<file path="config.mk">
export PLATFORM = sky130hd
export DESIGN_NAME = wvr_sequencer
export DESIGN_NICKNAME = d
export VERILOG_FILES = /design/src/core/wvr_sequencer.v
export VERILOG_INCLUDE_DIRS = /design/src /design/src/core
export SDC_FILE = /design/constraint.sdc
export NUM_CORES = 1
export LEC_CHECK = 0
export BUFFER_PORTS_ARGS = -buffer_cell sky130_fd_sc_hd__buf_2
export CORE_MARGIN = 2
export CORE_UTILIZATION = 50
export DETAILED_ROUTE_END_ITERATION = 8
export PLACE_DENSITY = 0.72
export SYNTH_ARGS = -nofsm -noshare
export SYNTH_HDL_FRONTEND = slang
export SYNTH_SLANG_ARGS = --single-unit
</file>
<file path="constraint.sdc">
create_clock -name clk -period 8.2 [get_ports clk]
set_clock_uncertainty 0.2 [all_clocks]
set_input_delay 1.23 -clock clk [delete_from_list [all_inputs] [get_ports clk]]
set_output_delay 1.23 -clock clk [all_outputs]
set_load 0.005 [all_outputs]
</file>
<file path="src/core/wvr_defs.vh">
`ifndef WVR_DEFS_VH
`define WVR_DEFS_VH
// clock rate in kHz
`define WVR_CLK_KHZ 10000
// watchdog timeouts in microseconds
`define WVR_TMO_MIN_US 531000
`define WVR_TMO_MAX_US 578000
`define WVR_TMO_STEP_US 15600
// longest sequence duration in microseconds
`define WVR_SEQ_MAX_US 250000
// cycles derived from the times above (longest times round down)
`define WVR_TMO_MIN_CYC ((`WVR_TMO_MIN_US / 1000) * `WVR_CLK_KHZ)
`define WVR_TMO_STEP_CYC ((`WVR_TMO_STEP_US * (`WVR_CLK_KHZ / 1000)))
`define WVR_SEQ_MAX_CYC ((`WVR_SEQ_MAX_US / 1000) * `WVR_CLK_KHZ)
// cycles per sequence command step; 15 steps stay far below the limit
`define WVR_STEP_CYC 1000
// number of monitor units and command outputs
`define WVR_NUM_MON 4
`define WVR_CMD_W 15
// command word bit positions
`define WVR_B_PM_DMS_A 0
`define WVR_B_PM_DMS_B 1
`define WVR_B_PM_ATT_A 2
`define WVR_B_PM_ATT_B 3
`define WVR_B_TU_A 4
`define WVR_B_TU_B 5
`define WVR_B_LCB 6
`define WVR_B_BUS_SEL 7
`define WVR_B_PM_PWR 11
`define WVR_PTR_W 4
`define WVR_PTR_RST 4'h0
`endif

</file>
<file path="src/core/wvr_sequencer.v">
// Overview of operation
// - each monitor watchdog has distinct spaced timeout
// - expired watchdog raises a reconfiguration request
// - successive requests alternate sequencer A and B
// - start needs requests from two monitors
// - hold subsystem reset during reconfiguration
// - read stored command sequence anew, issue in order
// - finish under 250 ms, then release all
// - repeated expiry is served by other sequencer
// - stuck single request never retriggers alone
// - commands switch modules, clocks, bit, bus sides
// - pointer picks stored configuration, increments each time
// - externally forced pointer value is accepted
// - four independent watchdogs each raise requests
`timescale 1ns/1ns
`default_nettype none
`include "wvr_defs.vh"
module wvr_sequencer #(
    parameter integer NUM_MON = `WVR_NUM_MON,
    parameter integer TMO_BASE = `WVR_TMO_MIN_CYC,
    parameter integer TMO_STEP = `WVR_TMO_STEP_CYC,
    parameter integer STEP_CYC = `WVR_STEP_CYC,
    parameter integer PTR_W = `WVR_PTR_W
) (
    input wire clk, // system clock
    input wire rst_n, // system reset, active low
    input wire liveness_pulse, // re-arm from active processor module
    input wire ptr_load, // force the configuration pointer
    input wire [PTR_W-1:0] ptr_value, // forced pointer value
    output reg subsys_reset_n_q, // reset to computing units, active low
    output reg [NUM_MON-1:0] req_a_q, // requests toward sequencer A
    output reg [NUM_MON-1:0] req_b_q, // requests toward sequencer B
    output reg [`WVR_CMD_W-1:0] high_power_command_q, // command levels
    output reg cmd_strobe_q, // one pulse per issued command
    output reg active_seq_b_q, // last sequencer that ran was B
    output reg [PTR_W-1:0] cfg_ptr_q // configuration pointer
);
    localparam [2:0] ST_IDLE = 3'h1;
    localparam [2:0] ST_RUN = 3'h2;
    localparam [2:0] ST_DONE = 3'h4;
    localparam integer CNT_W = 24;
    localparam integer NSTEP = `WVR_CMD_W;
    localparam integer STEP_LAST_I = STEP_CYC - 1;
    localparam [CNT_W-1:0] STEP_LAST = STEP_LAST_I[CNT_W-1:0];
    localparam integer NSTEP_LAST_I = NSTEP - 1;
    localparam [3:0] NSTEP_LAST = NSTEP_LAST_I[3:0];

    // stored configurations: each pointer value is a distinct setting
    function [`WVR_CMD_W-1:0] prom_word;
        input [PTR_W-1:0] p;
        reg [`WVR_CMD_W-1:0] w;
        begin
            w = {`WVR_CMD_W{1'b0}};
            w[`WVR_B_PM_DMS_A] = ~p[0];
            w[`WVR_B_PM_DMS_B] = p[0];
            w[`WVR_B_PM_ATT_A] = ~p[1];
            w[`WVR_B_PM_ATT_B] = p[1];
            w[`WVR_B_TU_A] = ~p[2];
            w[`WVR_B_TU_B] = p[2];
            w[`WVR_B_LCB] = p[3];
            w[`WVR_B_BUS_SEL+:4] = {4{p[2]}};
            w[`WVR_B_PM_PWR+:4] = {p[1], ~p[1], p[0], ~p[0]};
            prom_word = w;
        end
    endfunction

    // count of set bits
    function integer ones;
        input [NUM_MON-1:0] v;
        integer i;
        begin
            ones = 0;
            for (i = 0; i < NUM_MON; i = i + 1)
                if (v[i])
                    ones = ones + 1;
        end
    endfunction

    // last count of monitor idx before it expires
    function [CNT_W-1:0] tmo_last;
        input integer idx;
        integer t;
        begin
            t = TMO_BASE + idx * TMO_STEP - 1;
            tmo_last = t[CNT_W-1:0];
        end
    endfunction

    reg [CNT_W-1:0] wd_cnt_q [0:NUM_MON-1];
    reg [NUM_MON-1:0] dir_b_q;
    reg [NUM_MON-1:0] expired_q;
    reg [2:0] st_q [0:1];
    reg [CNT_W-1:0] step_cnt_q [0:1];
    reg [3:0] step_q [0:1];
    reg [`WVR_CMD_W-1:0] word_q [0:1];
    reg [NUM_MON-1:0] seen_q [0:1];
    wire [NUM_MON-1:0] side_req [0:1];
    wire [NUM_MON-1:0] new_req [0:1];
    wire go [0:1];
    wire fin [0:1];
    wire busy;
    integer m;
    integer q;

    assign busy = (st_q[0] != ST_IDLE) || (st_q[1] != ST_IDLE);

    // four spaced watchdogs with alternating requests
    always @(posedge clk or negedge rst_n)
    begin
        if (!rst_n)
        begin
            for (m = 0; m < NUM_MON; m = m + 1)
                wd_cnt_q[m] <= {CNT_W{1'b0}};
            dir_b_q <= {NUM_MON{1'b0}};
            expired_q <= {NUM_MON{1'b0}};
        end
        else
        begin
            for (m = 0; m < NUM_MON; m = m + 1)
            begin
                if (liveness_pulse || busy)
                    wd_cnt_q[m] <= {CNT_W{1'b0}};
                else if (wd_cnt_q[m] == tmo_last(m))
                    wd_cnt_q[m] <= {CNT_W{1'b0}};
                else
                    wd_cnt_q[m] <= wd_cnt_q[m] + 1'b1;
                if (!busy && !liveness_pulse &&
                    wd_cnt_q[m] == tmo_last(m))
                begin
                    expired_q[m] <= 1'b1;
                    dir_b_q[m] <= ~dir_b_q[m];
                end
                else if (fin[0] || fin[1])
                    expired_q[m] <= 1'b0;
            end
        end
    end

    always @(posedge clk or negedge rst_n)
    begin
        if (!rst_n)
        begin
            req_a_q <= {NUM_MON{1'b0}};
            req_b_q <= {NUM_MON{1'b0}};
        end
        else
        begin
            // toggled at expiry: a unit's first request goes to A
            req_a_q <= (fin[0] || fin[1]) ? {NUM_MON{1'b0}} :
                       (expired_q & dir_b_q);
            req_b_q <= (fin[0] || fin[1]) ? {NUM_MON{1'b0}} :
                       (expired_q & ~dir_b_q);
        end
    end

    assign side_req[0] = req_a_q;
    assign side_req[1] = req_b_q;
    // only requests not yet consumed count toward a start
    assign new_req[0] = side_req[0] & ~seen_q[0];
    assign new_req[1] = side_req[1] & ~seen_q[1];
    assign go[0] = (st_q[0] == ST_IDLE) && !busy && (ones(new_req[0]) >= 2);
    assign go[1] = (st_q[1] == ST_IDLE) && !busy && !go[0] &&
                   (ones(new_req[1]) >= 2);
    assign fin[0] = (st_q[0] == ST_DONE);
    assign fin[1] = (st_q[1] == ST_DONE);

    // two sequencers, at most one running
    always @(posedge clk or negedge rst_n)
    begin
        if (!rst_n)
        begin
            for (q = 0; q < 2; q = q + 1)
            begin
                st_q[q] <= ST_IDLE;
                step_cnt_q[q] <= {CNT_W{1'b0}};
                step_q[q] <= 4'h0;
                word_q[q] <= {`WVR_CMD_W{1'b0}};
                seen_q[q] <= {NUM_MON{1'b0}};
            end
        end
        else
        begin
            for (q = 0; q < 2; q = q + 1)
            begin
                // a released request re-arms its vote
                seen_q[q] <= seen_q[q] & side_req[q];
                case (st_q[q])
                    ST_IDLE:
                    begin
                        if (go[q])
                        begin
                            word_q[q] <= prom_word(cfg_ptr_q);
                            seen_q[q] <= new_req[q];
                            step_q[q] <= 4'h0;
                            step_cnt_q[q] <= {CNT_W{1'b0}};
                            st_q[q] <= ST_RUN;
                        end
                    end
                    ST_RUN:
                    begin
                        // bounded steps keep total under limit
                        if (step_cnt_q[q] == STEP_LAST)
                        begin
                            step_cnt_q[q] <= {CNT_W{1'b0}};
                            if (step_q[q] == NSTEP_LAST)
                                st_q[q] <= ST_DONE;
                            else
                                step_q[q] <= step_q[q] + 4'h1;
                        end
                        else
                            step_cnt_q[q] <= step_cnt_q[q] + 1'b1;
                    end
                    ST_DONE:
                        st_q[q] <= ST_IDLE;
                    default:
                        st_q[q] <= ST_IDLE;
                endcase
            end
        end
    end

    always @(posedge clk or negedge rst_n)
    begin
        if (!rst_n)
        begin
            subsys_reset_n_q <= 1'b1;
            high_power_command_q <= {`WVR_CMD_W{1'b0}};
            cmd_strobe_q <= 1'b0;
            active_seq_b_q <= 1'b0;
            cfg_ptr_q <= `WVR_PTR_RST;
        end
        else
        begin
            // reset held from start until completion
            subsys_reset_n_q <= !(go[0] || go[1] ||
                                  (busy && !fin[0] && !fin[1]));
            cmd_strobe_q <= 1'b0;
            // issue one command per step in order
            if (st_q[0] == ST_RUN && step_cnt_q[0] == STEP_LAST)
            begin
                high_power_command_q[step_q[0]] <= word_q[0][step_q[0]];
                cmd_strobe_q <= 1'b1;
            end
            else if (st_q[1] == ST_RUN && step_cnt_q[1] == STEP_LAST)
            begin
                high_power_command_q[step_q[1]] <= word_q[1][step_q[1]];
                cmd_strobe_q <= 1'b1;
            end
            if (go[0])
                active_seq_b_q <= 1'b0;
            else if (go[1])
                active_seq_b_q <= 1'b1;
            // forced pointer wins; else advance per run
            if (ptr_load)
                cfg_ptr_q <= ptr_value;
            else if (fin[0] || fin[1])
                cfg_ptr_q <= cfg_ptr_q + 1'b1;
        end
    end
endmodule // wvr_sequencer
`default_nettype wire

</file>
* Yosys cells after proc, flatten, opt, wreduce, memory -nomap -nowiden
Index checks and enable logic that the tools add are counted. W data, S select, Z words.
Cells by class: add/subtract/negate cells 15, $mul 0, divide/modulo/power cells 0, $lt $le $gt $ge 6, eq/ne operators 24, shift operators 0, muxes and demuxes 67, bitwise logic cells 16, reductions and logical operators 44
Operators by type and width (number):
- $mux W24 | 12
- $add A32 B2 Y32 const B | 6
- $mux W32 | 6
- $add A24 B1 Y24 const B | 6
- $eq A24 B23 Y1 const B | 4
- $pmux W24 S2 | 2
- $ge A32 B3 Y1 const B | 2
- $mux W4 | 14
- $eq A24 B10 Y1 const B | 2
- $bwmux W15 | 2
- $mux W15 | 2
- $and A4 B4 Y4 | 6
- $mux W3 | 6
- $reduce_bool A2 Y1 | 9
- $logic_and A1 B1 Y1 | 16
- $ne A2 B2 Y1 const B | 8
- $pmux W4 S2 | 2
- $mux W1 | 15
- $add A4 B1 Y4 const B | 3
- $not A4 Y4 | 3
- $pmux W3 S2 | 2
- $lt A4 B5 Y1 const B | 2
- $bmux W1 S4 | 2
- $demux W1 S4 | 2
- 12 further kinds | 38
Word-level totals: register bits 234, latch bits 0, memory bits (writable) 0, bits in read-only memories 0, bits of input ports 8, memories 0

* Logic depth before layout (Yosys ltp)
depth after elaboration 17, gate-level depth with buffers 16, gate-level depth less buffers 13

* Worst setup path after synthesis
No wires, ideal clock.
kind reg-to-reg, from register req_b_q[0], to register step_cnt_q[17] (netlist name), setup time 78 ps, data arrival time 2653 ps, slack 5269 ps, stages on the path, launching flop included 17, path buffers 3, clock period less this slack 2931 ps, path through dfrtp_1 nand2b_1 inv_1 ha_1 a21oi_1 inv_1 ha_1 nor3b_1 a221oi_2 and2_1 buf_4 or2_1 buf_4 inv_2 buf_2 nor2_1 a21oi_1
On the way: word-level cells in the longest chain between the ends 12
RTL lines:
- start: declaration | RTL line wvr_sequencer.v:32 | output reg [NUM_MON-1:0] req_b_q,
- start signal: assignment | RTL line wvr_sequencer.v:144 | req_b_q <= {NUM_MON{1'b0}};
- start signal: assignment | RTL line wvr_sequencer.v:151 | req_b_q <= (fin[0] || fin[1]) ? {NUM_MON{1'b0}} :
- $and A4 B4 Y4 * | RTL line wvr_sequencer.v:160 | assign new_req[1] = side_req[1] & ~seen_q[1];
- $mux W1 * | RTL line wvr_sequencer.v:74 | if (v[i])
- $add A32 B2 Y32 | RTL line wvr_sequencer.v:75 | ones = ones + 1;
- $mux W32 * | RTL line wvr_sequencer.v:74
- $add A32 B2 Y32 | RTL line wvr_sequencer.v:75
- $mux W32 * | RTL line wvr_sequencer.v:74
- $add A32 B2 Y32 | RTL line wvr_sequencer.v:75
- $mux W32 * | RTL line wvr_sequencer.v:74
- $ge A32 B3 Y1 * | RTL line wvr_sequencer.v:163 | (ones(new_req[1]) >= 2);
- $logic_and A1 B1 Y1 * | RTL line wvr_sequencer.v:162 | assign go[1] = (st_q[1] == ST_IDLE) && !busy && !go[0] &&
- $ne A2 B2 Y1 (no source line) *
- $reduce_and A2 Y1 (no source line) *
- end signal: indexed assignment | RTL line wvr_sequencer.v:175 | step_cnt_q[q] <= {CNT_W{1'b0}};
- end signal: indexed assignment | RTL line wvr_sequencer.v:195 | step_cnt_q[q] <= {CNT_W{1'b0}};
- end signal: indexed assignment | RTL line wvr_sequencer.v:204 | step_cnt_q[q] <= {CNT_W{1'b0}};
- end: declaration | RTL line wvr_sequencer.v:93 | reg [CNT_W-1:0] step_cnt_q [0:1];
Mark *: on every way between the ends. The rest lies on a longest branch, timed or not. A chain may end at the register's enable or synchronous reset.

* Worst setup path after layout
from register seen_q[0] (netlist name), to register step_cnt_q[20] (netlist name)
On the way: word-level cells in the longest chain between the ends 13
RTL lines:
- start: declaration | RTL line wvr_sequencer.v:96 | reg [NUM_MON-1:0] seen_q [0:1];
- start signal: indexed assignment | RTL line wvr_sequencer.v:178 | seen_q[q] <= {NUM_MON{1'b0}};
- start signal: indexed assignment | RTL line wvr_sequencer.v:186 | seen_q[q] <= seen_q[q] & side_req[q];
- start signal: indexed assignment | RTL line wvr_sequencer.v:193 | seen_q[q] <= new_req[q];
- $not A4 Y4 * | RTL line wvr_sequencer.v:160
- $and A4 B4 Y4 * | RTL line wvr_sequencer.v:160
- $mux W1 * | RTL line wvr_sequencer.v:74
- $add A32 B2 Y32 | RTL line wvr_sequencer.v:75
- $mux W32 * | RTL line wvr_sequencer.v:74
- $add A32 B2 Y32 | RTL line wvr_sequencer.v:75
- $mux W32 * | RTL line wvr_sequencer.v:74
- $add A32 B2 Y32 | RTL line wvr_sequencer.v:75
- $mux W32 * | RTL line wvr_sequencer.v:74
- $ge A32 B3 Y1 * | RTL line wvr_sequencer.v:163
- $logic_and A1 B1 Y1 * | RTL line wvr_sequencer.v:162
- $ne A2 B2 Y1 (no source line) *
- $reduce_and A2 Y1 (no source line) *
Marked as above.

==> results.yml <==
status:
  status: "complete, no violations"
logic_synthesis:
  seq_area_frac_synth: 0.478
  yosys.area.top_type: "dfrtp_1"
  syn_nets: 1250
  syn_avg_cell_area_um2: 9.34
  yosys-top-cells-count: "dfrtp_1 (215), nor2_1 (179), nand2_1 (124), nand3_1 (67), o21ai_0 (62)"
  synth.most_common_cell: "dfrtp_1"
  synth_top_cell_area_share: 0.471
  synth.area.top_cells: "dfrtp_1 (47%), nor2_1 (5.9%), xor2_1 (4.4%), xnor2_1 (4.1%), nand2_1 (4.1%)"
  synth_edf_count: 0
  ys_async_sr_fraction: 1.00
  synth_area_um2: 11400
  ys_ff_latch: 218
  synthCells: 1223
  ys.flop_type: "dfrtp_1"
  synth_cell_types: 77
  synthesis.yosys.warnings: 0
sta:
  period_share: 0.446
  setup-violations-final: 0
  slew_headroom: 0.162
  hold_viol: 0
  rsz0062_at_grt: "no"
  worst_pin_slew_ns: 1.25
  drv_slew: 0
  setup_tns_ns: 0
  fmax_mhz: 274
  fin_crit_ns: 3.66
setup_path:
  worst-path-max-fanout: 18
  critPathLaunchType: "flip-flop"
  crit_required_ns: 8.39
  r2r_setup_slack_ns: 4.54
  end_kind: "flip-flop"
  arrival_ns: 3.85
  rr_startpoint: "seen_q[0]"
  endpoint: "step_cnt_q[20]"
  crit_type: "flip-flop to flip-flop"
  rr_worst_depth: 11
  r2r_end: "step_cnt_q[20]"
  crit_start: "seen_q[0]"
floorplanning:
  dieHeight_um: 155
  die_w_um: 155
  rows: 55
  dieArea_um2: 24100
  io_pins: 38
  initial_utilization: 0.506
  core_area_um2: 22600
drt:
  avgRoutedWirePerCell_um: 15.9
  drtPass1Iterations: 5
  drtIter0Drc: 733
  drt_wl_total_um: 24700
  drc: 0
  ant_nets: 0
  viasPerCell: 5.81
  dr_total_vias: 9017
clocking:
  clkLatencyLatePin_ns: 0.54
  clockBufferDepth: 3
  cts_setup_buffers: 0
  cts_hold_buf: 0
  cts_buffers: 25
  htree_levels: 1
  cts_root_buffer: "clkbuf_16"
  clk_pin_slew_ns: 0.06
  cts-resized-gates: 0
  clock_sinks: 218
  cts_tree: "built"
global_routing:
  overflow: 0
  grt_max_degree: 81
  grt_pass1_wl_um: 42600
  antenna_found_initial: 1
  grt_usage: 0.210
  grt_pass1_vias: 8719
power:
  cellPowerDensity_nw_per_um2: 228
  power.total_mw: 2.90
  p_leak_nw: 5.40
  peakVddDrop_v: 0.000203
flow_run:
  max-cap-violations: 0
placed_design:
  post-place-cells: 1504
  dp_hpwl_um: 16500
  globalplace.congestion: 0.880
  portBuffers: 37
min_path:
  holdPathStages: 1
  hp-class: "flip-flop to flip-flop"
final_layout:
  drive_above_1_share: 0.106
  final_cells: 1551
  area_growth_pct: 10.9
  layout.nets: 1273
flip-flops by register name, summed over array words and instances (netlist names), 6 cells and up:
name and flops:
st_q 6, wd_cnt_q 96, seen_q 8, step_q 8, step_cnt_q 48, high_power_command_q 15, word_q 14
how the worst min path moves through the flow:
stage,startpoint,end
final,wd_cnt_q[0],wd_cnt_q[0]
after CTS,wd_cnt_q[0],wd_cnt_q[0]
after global routing,wd_cnt_q[0],wd_cnt_q[0]
after detailed placement,wd_cnt_q[0],wd_cnt_q[0]
after floorplan,wd_cnt_q[0],wd_cnt_q[0]
after global placement,wd_cnt_q[0],wd_cnt_q[0]
metrics by stage:
step / util / setup WS [ns] / instance area, µm² / hold slack [ns]
final: 0.562 / 4.54 / 12700 / 0.253
after detailed placement: 0.522 / 4.63 / 11800 / 0.251
after global placement: 0.522 / 4.79 / 11800 / 0.248
after global routing: 0.562 / 4.16 / 12700 / 0.285
after CTS: 0.562 / 4.52 / 12700 / 0.259
after floorplan: - / 5.27 / 11400 / 0.225
worst max-delay path: stages, from the launching register on:
cell,delay [ns]
dfrtp_1,0.38
nand2b_1,0.17
ha_1,0.34
xnor2_1,0.15
ha_1,0.19
xor2_1,0.17
a221oi_2,0.29
and2_1,0.69
or2_1,0.35
inv_2,0.20
o21ai_0,0.23
o21ai_0,0.13
cells in the final DEF (no fill, tap or decap), types with 29 or more instances in the layout:
cell	netlist	final
nand2_1	124	124
nand4_1	44	44
buf_2	3	36
a31oi_1	29	29
nor2_1	179	179
o21ai_0	62	61
a21oi_1	35	35
and3_1	43	43
xor2_1	58	58
nand3_1	67	67
dfrtp_1	215	215
xnor2_1	54	54
area by class of cell:
class | instances | area, µm²
diodes | 1 | 2.50
clock buffers | 32 | 692
clock inverters | 14 | 193
fillers | 1975 | 9890
inverters | 27 | 101
multi-input cells | 933 | 5650
flip-flops and latches | 218 | 5460
well taps | 285 | 357
repair buffers | 41 | 225
where the power goes:
part | internal (mW) | switching (mW) | total [mW]
Sequential | 1.16 | 0.0663 | 1.23
Combinational | 0.166 | 0.316 | 0.482
Clock | 0.726 | 0.459 | 1.18
routing by layer:
| metal | global-route usage | vias up | part of all wire |
|---|---|---|---|
| met5 | 0 | - | 0 |
| li1 | - | 4375 | - |
| met3 | 0.0437 | 32 | 0.053 |
| met4 | 0.0463 | 0 | 0.015 |
| met1 | 0.292 | 4415 | 0.47 |
| met2 | 0.342 | 195 | 0.47 |
cell families after synthesis:
| family | Yosys count | synth area share |
|---|---|---|
| fa+ha+maj | 19 | 0.0208 |
| buf+inv | 72 | 0.0285 |
| flops | 218 | 0.478 |
| xor+xnor | 112 | 0.0858 |
| mux | 23 | 0.0239 |
| compound gates | 177 | 0.0950 |
| simple gates | 602 | 0.268 |
No activity file was read; power rests on OpenSTA's default activity.
